<file path="src/hw/gpio_port_pkg.sv">
// constants and carrier types for the 8-bit gpio port
package gpio_port_pkg;
    localparam int          ADDR_W          = 24;
    localparam int          DATA_W          = 8;
    localparam int          SYNC_STAGES     = 2;
    // register byte addresses
    localparam logic [23:0] ADDR_DIRECTION  = 24'hfffb81;
    localparam logic [23:0] ADDR_PIN_VIEW   = 24'hffff40;
    localparam logic [23:0] ADDR_OUT_LATCH  = 24'hffff41;
    localparam logic [23:0] ADDR_IBUF_CTRL  = 24'hffff42;
    localparam logic [23:0] ADDR_FUNC_SEL   = 24'hffff43;
    // reset values
    localparam logic [7:0]  RST_DIRECTION   = 8'h00;
    localparam logic [7:0]  RST_OUT_LATCH   = 8'h00;
    localparam logic [7:0]  RST_IBUF_CTRL   = 8'h00;
    localparam logic [7:0]  RST_FUNC_SEL    = 8'hff;
    // value answered by a read of the write-only direction register
    localparam logic [7:0]  DIRECTION_RDVAL = 8'h00;
    localparam logic [7:0]  UNMAPPED_RDVAL  = 8'h00;

    typedef struct packed {
        logic [23:0] addr;
        logic [7:0]  wdata;
        logic        wr;
        logic        rd;
    } bus_req_type;

    typedef enum {
        SEL_NONE,
        SEL_DIRECTION,
        SEL_PIN_VIEW,
        SEL_OUT_LATCH,
        SEL_IBUF_CTRL,
        SEL_FUNC_SEL
    } reg_sel_type;
endpackage

</file>
<file path="src/hw/gpio_port.sv">
// 8-bit general-purpose port with pin view and direction registers
`timescale 1ns/1ps
`default_nettype none
// Behaviour
// - pin view is read-only, writes ignored
// - read gives latch for outputs, pin otherwise
// - input reads ignore input buffer control
// - pin view has no reset value
// - direction write-only, read gives fixed filler
// - direction bit 1 drives where function select bit is 1, 0 inputs
module gpio_port (
    input  wire logic        i_clk,
    input  wire logic        i_rst,
    input  wire logic [23:0] i_addr,
    input  wire logic [7:0]  i_wdata,
    input  wire logic        i_wr,
    input  wire logic        i_rd,
    output logic      [7:0]  o_rdata,
    input  wire logic [7:0]  i_pin,
    output logic      [7:0]  o_pin,
    output logic      [7:0]  o_pin_oe_n,
    output logic      [7:0]  o_ibuf_en
);
    ////////////////////////////////////////////////////////////////////////
    // decode
    gpio_port_pkg::bus_req_type  req;
    gpio_port_pkg::reg_sel_type  sel;
    logic [7:0]                  pin_sync_lvl;
    logic [7:0]                  direction_ff;
    logic [7:0]                  out_latch_ff;
    logic [7:0]                  ibuf_ctrl_ff;
    logic [7:0]                  func_sel_ff;
    logic [7:0]                  rdata_ff;
    logic [7:0]                  pin_view;
    logic [7:0]                  drive_en;
    logic [7:0]                  nxt_rdata;
    logic                        wr_direction;
    logic                        wr_out_latch;
    logic                        wr_ibuf_ctrl;
    logic                        wr_func_sel;

    function automatic gpio_port_pkg::reg_sel_type decode(
        input logic [23:0] addr
    );
        if (addr == gpio_port_pkg::ADDR_DIRECTION) begin
            decode = gpio_port_pkg::SEL_DIRECTION;
        end else if (addr == gpio_port_pkg::ADDR_PIN_VIEW) begin
            decode = gpio_port_pkg::SEL_PIN_VIEW;
        end else if (addr == gpio_port_pkg::ADDR_OUT_LATCH) begin
            decode = gpio_port_pkg::SEL_OUT_LATCH;
        end else if (addr == gpio_port_pkg::ADDR_IBUF_CTRL) begin
            decode = gpio_port_pkg::SEL_IBUF_CTRL;
        end else if (addr == gpio_port_pkg::ADDR_FUNC_SEL) begin
            decode = gpio_port_pkg::SEL_FUNC_SEL;
        end else begin
            decode = gpio_port_pkg::SEL_NONE;
        end
    endfunction

    assign req = '{addr: i_addr, wdata: i_wdata, wr: i_wr, rd: i_rd};
    assign sel = decode(req.addr);

    ////////////////////////////////////////////////////////////////////////
    // pin input synchronisation
    pin_sync pin_sync_inst (
        .i_clk   (i_clk),
        .i_rst   (i_rst),
        .i_async (i_pin),
        .o_sync  (pin_sync_lvl)
    );

    ////////////////////////////////////////////////////////////////////////
    // write enables; the pin view has none, so a write there stores nothing
    assign wr_direction = req.wr
                       && (sel == gpio_port_pkg::SEL_DIRECTION);
    assign wr_out_latch = req.wr
                       && (sel == gpio_port_pkg::SEL_OUT_LATCH);
    assign wr_ibuf_ctrl = req.wr
                       && (sel == gpio_port_pkg::SEL_IBUF_CTRL);
    assign wr_func_sel  = req.wr
                       && (sel == gpio_port_pkg::SEL_FUNC_SEL);

    ////////////////////////////////////////////////////////////////////////
    // writable registers, one short block each
    always_ff @(posedge i_clk or posedge i_rst) begin
        if (i_rst) begin
            direction_ff <= gpio_port_pkg::RST_DIRECTION;
        end else if (wr_direction) begin
            direction_ff <= req.wdata;
        end
    end

    always_ff @(posedge i_clk or posedge i_rst) begin
        if (i_rst) begin
            out_latch_ff <= gpio_port_pkg::RST_OUT_LATCH;
        end else if (wr_out_latch) begin
            out_latch_ff <= req.wdata;
        end
    end

    always_ff @(posedge i_clk or posedge i_rst) begin
        if (i_rst) begin
            ibuf_ctrl_ff <= gpio_port_pkg::RST_IBUF_CTRL;
        end else if (wr_ibuf_ctrl) begin
            ibuf_ctrl_ff <= req.wdata;
        end
    end

    // resets to general i/o on every bit, so direction alone decides drive
    always_ff @(posedge i_clk or posedge i_rst) begin
        if (i_rst) begin
            func_sel_ff <= gpio_port_pkg::RST_FUNC_SEL;
        end else if (wr_func_sel) begin
            func_sel_ff <= req.wdata;
        end
    end

    ////////////////////////////////////////////////////////////////////////
    // per-bit pin view and drive; bit b of every register belongs to pin b
    for (genvar b = 0; b < gpio_port_pkg::DATA_W; b++) begin : g_bit
        // view is computed live, never stored, so reset leaves no value
        // of its own behind; input buffer control is deliberately no term
        assign pin_view[b] = direction_ff[b]
                           ? out_latch_ff[b]
                           : pin_sync_lvl[b];
        // drive only where general i/o is selected and the bit is output
        assign drive_en[b] = func_sel_ff[b] & direction_ff[b];
    end

    ////////////////////////////////////////////////////////////////////////
    // read mux; the direction setting is never exposed
    function automatic logic [7:0] read_word(
        input gpio_port_pkg::reg_sel_type rsel,
        input logic [7:0]                 view,
        input logic [7:0]                 latch,
        input logic [7:0]                 ibuf,
        input logic [7:0]                 func
    );
        if (rsel == gpio_port_pkg::SEL_PIN_VIEW) begin
            read_word = view;
        end else if (rsel == gpio_port_pkg::SEL_DIRECTION) begin
            read_word = gpio_port_pkg::DIRECTION_RDVAL;
        end else if (rsel == gpio_port_pkg::SEL_OUT_LATCH) begin
            read_word = latch;
        end else if (rsel == gpio_port_pkg::SEL_IBUF_CTRL) begin
            read_word = ibuf;
        end else if (rsel == gpio_port_pkg::SEL_FUNC_SEL) begin
            read_word = func;
        end else begin
            read_word = gpio_port_pkg::UNMAPPED_RDVAL;
        end
    endfunction

    assign nxt_rdata = read_word(sel, pin_view, out_latch_ff, ibuf_ctrl_ff,
                                 func_sel_ff);

    // data stands only in the cycle after the strobe
    always_ff @(posedge i_clk or posedge i_rst) begin
        if (i_rst) begin
            rdata_ff <= 8'h00;
        end else if (req.rd) begin
            rdata_ff <= nxt_rdata;
        end else begin
            rdata_ff <= 8'h00;
        end
    end

    ////////////////////////////////////////////////////////////////////////
    // pin drive
    assign o_pin      = out_latch_ff;
    assign o_pin_oe_n = ~drive_en;
    assign o_ibuf_en  = ibuf_ctrl_ff;
    assign o_rdata    = rdata_ff;
endmodule // gpio_port
`default_nettype wire

</file>
<file path="src/hw/pin_sync.sv">
// two-flop synchroniser for the port pin inputs
`timescale 1ns/1ps
`default_nettype none
module pin_sync (
    input  wire logic       i_clk,
    input  wire logic       i_rst,
    input  wire logic [7:0] i_async,
    output logic      [7:0] o_sync
);
    logic [7:0] meta_ff;
    logic [7:0] sync_ff;

    // first stage feeds only the second
    always_ff @(posedge i_clk or posedge i_rst) begin
        if (i_rst) begin
            meta_ff <= 8'h00;
            sync_ff <= 8'h00;
        end else begin
            meta_ff <= i_async;
            sync_ff <= meta_ff;
        end
    end

    assign o_sync = sync_ff;
endmodule // pin_sync
`default_nettype wire

</file>
<file path="config.mk">
export PLATFORM = sky130hd
export DESIGN_NAME = gpio_port
export DESIGN_NICKNAME = d
export VERILOG_FILES = /design/src/hw/gpio_port_pkg.sv /design/src/hw/gpio_port.sv /design/src/hw/pin_sync.sv
export SDC_FILE = /design/constraint.sdc
export NUM_CORES = 1
export LEC_CHECK = 0
export BUFFER_PORTS_ARGS = -buffer_cell sky130_fd_sc_hd__buf_2
export CAP_MARGIN = 20
export CORE_MARGIN = 2
export CORE_UTILIZATION = 50
export CTS_BUF_LIST = sky130_fd_sc_hd__clkbuf_2
export CTS_CLUSTER_DIAMETER = 50
export DETAILED_ROUTE_END_ITERATION = 6
export PLACE_DENSITY = 0.8
export SLEW_MARGIN = 40
export SYNTH_ARGS = -nofsm -noshare
export SYNTH_HDL_FRONTEND = slang
export SYNTH_SLANG_ARGS = --single-unit
</file>
<file path="constraint.sdc">
create_clock -name i_clk -period 6.1 [get_ports i_clk]
set_input_delay 1.83 -clock i_clk [delete_from_list [all_inputs] [get_ports i_clk]]
set_output_delay 1.83 -clock i_clk [all_outputs]
set_load 0.05 [all_outputs]
</file>
# After elaboration in Yosys (flattened, before gate mapping)
# Cells that the tools add are included.
word_totals:
  input_bits: 44
  elab_cells: 49
  ff_bits: 56
  output_inout_bits: 32
op_classes:
  reduce_logical: 4
  n_bitwise: 9
  mux: 19
  n_eq_ne: 10
op_table:
  columns: ["op", "n"]
  rows:
  - ["$eq A24 B24 Y1 const B", 5]
  - ["$eq A32 B3 Y1 const B", 2]
  - ["$eq A32 B4 Y1 const B", 2]
  - ["$mux W8", 6]
  - ["$eq A32 B2 Y1 const B", 1]
  - ["$mux W3", 5]
  - ["$and A1 B1 Y1", 8]
  - ["$mux W1", 8]
  - ["$not A8 Y8", 1]
  - ["$logic_and A1 B1 Y1", 4]

# Depth between registers and ports, before layout
logic_depth:
  ltp_word: 13
  depth_mapped: 5
  ltp_nobuf: 4

# Cells and area by module
# Synthesis repeated with hierarchy kept, for this count alone.
hier_totals:
  hier_cells: 184
  hier_area_um2: 2427.3
modules_own_cells:
  columns: ["module", "instances", "area_per_inst_um2", "cells_per_inst", "seq_area_each_um2"]
  rows:
  - ["gpio_port", 1, 2023.2, 167, 1011.0]
  - ["pin_sync", 1, 404.1, 17, 400.4]

# Worst setup path after synthesis
# Ideal clock, no wire load.
synth_timing:
  kind: "input-to-reg"
  from: "input port i_addr[5]"
  to: "register direction_ff[0]"
  n_path_buf: 1
  path_slack_ns: 2.839
  setup_ns: 0.125
  t_required_ns: 5.975
  t_arrival_ns: 3.137
  stages: 5
  path_cell_list: "or3b_1 -> nor4_4 -> buf_6 -> nand4_4 -> mux2_2"
synth_via:
  elab_chain_len: 8
  elab_cells_between_ends: 12
  classes_between: "6 x eq/ne; 5 x mux; 1 x reduce/logical"
synth_lines:
  columns: ["item", "line", "text"]
  rows:
  - ["from (decl)", "gpio_port.sv:14", "input wire logic [23:0] i_addr,"]
  - ["$eq A24 B24 Y1", "gpio_port.sv:53", "end else if (addr == gpio_port_pkg::ADDR_FUNC_SEL) begin"]
  - ["$mux W3", "gpio_port.sv:53", null]
  - ["$mux W3", "gpio_port.sv:51", "end else if (addr == gpio_port_pkg::ADDR_IBUF_CTRL) begin"]
  - ["$mux W3", "gpio_port.sv:49", "end else if (addr == gpio_port_pkg::ADDR_OUT_LATCH) begin"]
  - ["$mux W3", "gpio_port.sv:47", "end else if (addr == gpio_port_pkg::ADDR_PIN_VIEW) begin"]
  - ["$mux W3 *", "gpio_port.sv:45", "if (addr == gpio_port_pkg::ADDR_DIRECTION) begin"]
  - ["$eq A32 B2 Y1 *", "gpio_port.sv:75", "&& (sel == gpio_port_pkg::SEL_DIRECTION);"]
  - ["$logic_and A1 B1 Y1 *", "gpio_port.sv:75", null]
  - ["to (signal assigned)", "gpio_port.sv:87", "direction_ff <= gpio_port_pkg::RST_DIRECTION;"]
  - ["to (signal assigned)", "gpio_port.sv:89", "direction_ff <= req.wdata;"]
  - ["to (decl)", "gpio_port.sv:29", "logic [7:0] direction_ff;"]
# Every way passes the cells marked *; elsewhere a longest branch is shown, timed or not.
# A chain may end at the register's enable or synchronous reset.

# Final worst setup path
layout_timing:
  from: "input port i_addr[7]"
  to: "register ibuf_ctrl_ff[7] (netlist: o_ibuf_en[7])"
layout_via:
  elab_chain_len: 8
  elab_cells_between_ends: 12
  classes_between: "6 x eq/ne; 5 x mux; 1 x reduce/logical"
layout_lines:
  columns: ["item", "line", "text"]
  rows:
  - ["$eq A24 B24 Y1", "gpio_port.sv:53", null]
  - ["$mux W3", "gpio_port.sv:53", null]
  - ["$mux W3", "gpio_port.sv:51", null]
  - ["$mux W3", "gpio_port.sv:49", null]
  - ["$mux W3", "gpio_port.sv:47", null]
  - ["$mux W3 *", "gpio_port.sv:45", null]
  - ["$eq A32 B4 Y1 *", "gpio_port.sv:79", "&& (sel == gpio_port_pkg::SEL_IBUF_CTRL);"]
  - ["$logic_and A1 B1 Y1 *", "gpio_port.sv:79", null]
  - ["to (signal assigned)", "gpio_port.sv:103", "ibuf_ctrl_ff <= gpio_port_pkg::RST_IBUF_CTRL;"]
  - ["to (signal assigned)", "gpio_port.sv:105", "ibuf_ctrl_ff <= req.wdata;"]
  - ["to (decl)", "gpio_port.sv:31", "logic [7:0] ibuf_ctrl_ff;"]
# Marks and branches as above.

==> results.yml <==
outcome:
  status: "complete, no violations"
worst_setup_path:
  path_buf_inv: 1
  cp.depth: 5
  worstRegToRegCells: 4
  startpoint: "i_addr[7]"
  reg2reg_from: "o_pin[6]$_DFFE_PP0P_"
  critPathTopFamily: "simple AND/OR/NAND/NOR gates"
  crit_arrival_ns: 3.68
  crit_path_cell_trace: "buf_2 -> nand3b_1 -> nor4_2 -> nand4_2 -> mux2_2"
  critPathRequiredTime_ns: 6.46
  end_kind: "register"
  crit_fanout: 8
  slowest_stage: "nor4_2"
  critical_path_class: "in -> reg"
  worstSetupStartpointType: "input pin"
  crit_path_max_incr_delay_ns: 0.51
clocking:
  cts_tree: "built"
  postCtsSetupRepairBufs: 0
  cts.root.buffer_cell: "clkbuf_2"
  cts_buffers: 5
  clk_pin_slew_ns: 0.23
  hold_buffers: 0
  ctsLongestPathBuffers: 2
  clk_latency_ns: 0.45
  cts_resized: 0
  cts-htree-levels: 2
  cts_sinks: 56
synthesis:
  synth_adder_area_share: 0
  syn_inst: 179
  ys.flop_type: "dfrtp_1"
  netlist_area_um2: 2400
  synth_compound_area_frac: 0.102
  yosys.area.top_type_share: 0.499
  synthXorXnorAreaFrac: 0
  synth.distinct_cells: 24
  muxShareOfSynthArea: 0.187
  ys_seq_area_frac: 0.587
  yosysTopAreaCell: "dfrtp_1"
  synth_top_family_by_area: "multiplexers"
  yosys_warnings: 0
  avgSynthCellArea_um2: 13.4
  synth_nets: 223
  synth_edf_count: 0
  ys_seq_elements: 56
  synth_area_leaders: "dfrtp_1 (50%), mux2_2 (19%), dfstp_2 (8.7%)"
  synth_simple_gate_area_frac: 0.110
  async_flop_share: 1.00
route:
  antenna_left: 0
  wirelength_um: 5370
  remaining_drc_errors: 0
  first_iter_violations: 124
  vias: 1736
  vias_per_cell: 5.53
  firstDrtPassIters: 4
  avgRoutedWirePerCell_um: 17.1
place:
  portBuffers: 75
  dp_hpwl_um: 3760
  place_area_um2: 2830
  routabilityCongestion: 0.804
power:
  irDropWorstVdd_mv: 0.133
  internal_power_w: 0.000467
  power_density_nw_per_um2: 210
  p_sw_w: 0.000143
  switching_share: 0.235
  p_leak_nw: 1.55
  power_frac_seq: 0.621
  pwr-share-clk: 0.300
  combPwrFrac: 0.079
sta:
  post-route-min-period_ns: 3.32
  whs_ns: 0.385
  fmax_ghz: 0.301
  timing_hold_violations_final: 0
  timing.final.crit_share: 0.544
  drv_slew: 0
  skew_ns: 0.0150
  fin_setup_tns_ns: 0
  tightest_slew_ns: 0.672
  grt_setup_unrepaired: "no"
  slew_headroom: 0.550
  setup_violations: 0
hold_path:
  hold_start: "pin_sync_inst.meta_ff[7]$_DFF_PP0_"
  hold_path.class: "reg -> reg"
  whs_path_depth: 0
floorplanning:
  pin_count: 76
  die_area_um2: 5380
  core_area_um2: 4690
  start_util: 0.513
  die_h_um: 73.4
  rows: 25
  die_w_um: 73.4
grt:
  grt_max_degree: 57
  top_usage_layer: "met2"
  grt_pass1_vias: 1833
  grt_use_met2: 0.342
  grt_pass1_wl_um: 8380
  use_met3: 0.0439
  grt-ovfl-total: 0
  met1_usage: 0.276
  grt_usage: 0.210
  antenna_found_initial: 0
flow_run:
  maxCapViolCount: 0
layout:
  design_area_um2: 2910
  drive_gt1_frac: 0.573
  antenna_cells: 0
  syn_to_final_growth_pct: 20.9
  nNetsFinal: 303
-- area by class of cell --
class | count | area [um2]
fillers | 406 | 1780
flip-flops and latches | 56 | 1410
multi-input cells | 116 | 960
repair buffers | 77 | 390
well taps | 54 | 67.6
clock inverters | 3 | 42.5
clock buffers | 5 | 25.0
inverters | 3 | 11.3
-- cells in the mapped netlist, drive strengths merged, types with 2 or more instances --
cell type,count
dfrtp,48
mux2,40
nand2,19
o21ai,15
a21o,8
a21oi,8
a31o,8
dfstp,8
nand4,7
clkbuf,3
inv,3
nor2b,2
nor4,2
or3b,2
-- cell usage in the layout, fill, tap and decap left out, types with 2 or more instances in the layout --
cell,Yosys,final
buf_4,0,2
o21ai_0,15,15
nand2_1,19,19
clkbuf_2,0,5
a31o_2,8,8
buf_2,0,75
inv_1,3,2
mux2_2,40,40
nor2b_1,2,2
a21oi_1,8,8
dfrtp_1,48,48
dfstp_2,8,8
nand4_2,3,3
nand4_1,3,3
a21o_1,8,8
-- per-layer routing --
metal / up-vias / routed length, um
li1: 811 / -
met1: 846 / 2280
met2: 69 / 2670
met3: 10 / 314
met4: 0 / 107
met5: - / 0
-- metrics by stage --
stage / total power, W / utilization / cells / setup WS, ns
finish: 0.000610 / 0.620 / 314 / 2.78
global route: 0.000632 / 0.620 / 314 / 2.66
CTS: 0.000612 / 0.618 / 313 / 2.57
detailed placement: 0.000433 / 0.604 / 305 / 2.07
global placement: 0.000432 / 0.604 / 305 / 2.09
floorplan: 0.000409 / - / 179 / 2.84
-- power by group through the flow --
stage                logic, W  clock network [W]  registers, W
global placement    0.0000472                  0      0.000385
finish              0.0000480           0.000183      0.000379
floorplan           0.0000241                  0      0.000384
CTS                 0.0000485           0.000184      0.000379
global route        0.0000532           0.000199      0.000380
detailed placement  0.0000483                  0      0.000385
-- worst register-to-register path, cell delays in order (launching register included) --
cell,delay (ns)
dfrtp_1,0.47
or4bb_1,0.51
nand2_1,0.09
a31o_2,0.14
a21oi_1,0.06
-- final timing paths --
path	to	slack, ns
min in group asynchronous	o_ibuf_en[2]$_DFFE_PP0P_	1.50
max in group asynchronous	o_pin[7]$_DFFE_PP0P_	4.14
min reg2reg	pin_sync_inst.o_sync[7]$_DFF_PP0_	0.38
max	o_ibuf_en[7]$_DFFE_PP0P_	2.78
max reg2reg	o_rdata[6]$_DFF_PP0_	4.75
min	pin_sync_inst.o_sync[7]$_DFF_PP0_	0.38
-- sequential cells by signal (all words and copies together), names as in the netlist --
| name | count |
|---|---|
| pin_sync_inst.meta_ff | 8 |
| pin_sync_inst.o_sync | 8 |
| o_ibuf_en | 8 |
| direction_ff | 8 |
| o_rdata | 8 |
| o_pin | 8 |
| func_sel_ff | 8 |
-- kinds of logic (layout without fill, tap and decap cells) --
family,after synthesis,count (layout)
compound gates,39,39
simple gates,37,37
mux,40,40
flops,56,56
buf+inv,7,88
Note: power is estimated with default switching activity, not from simulation.
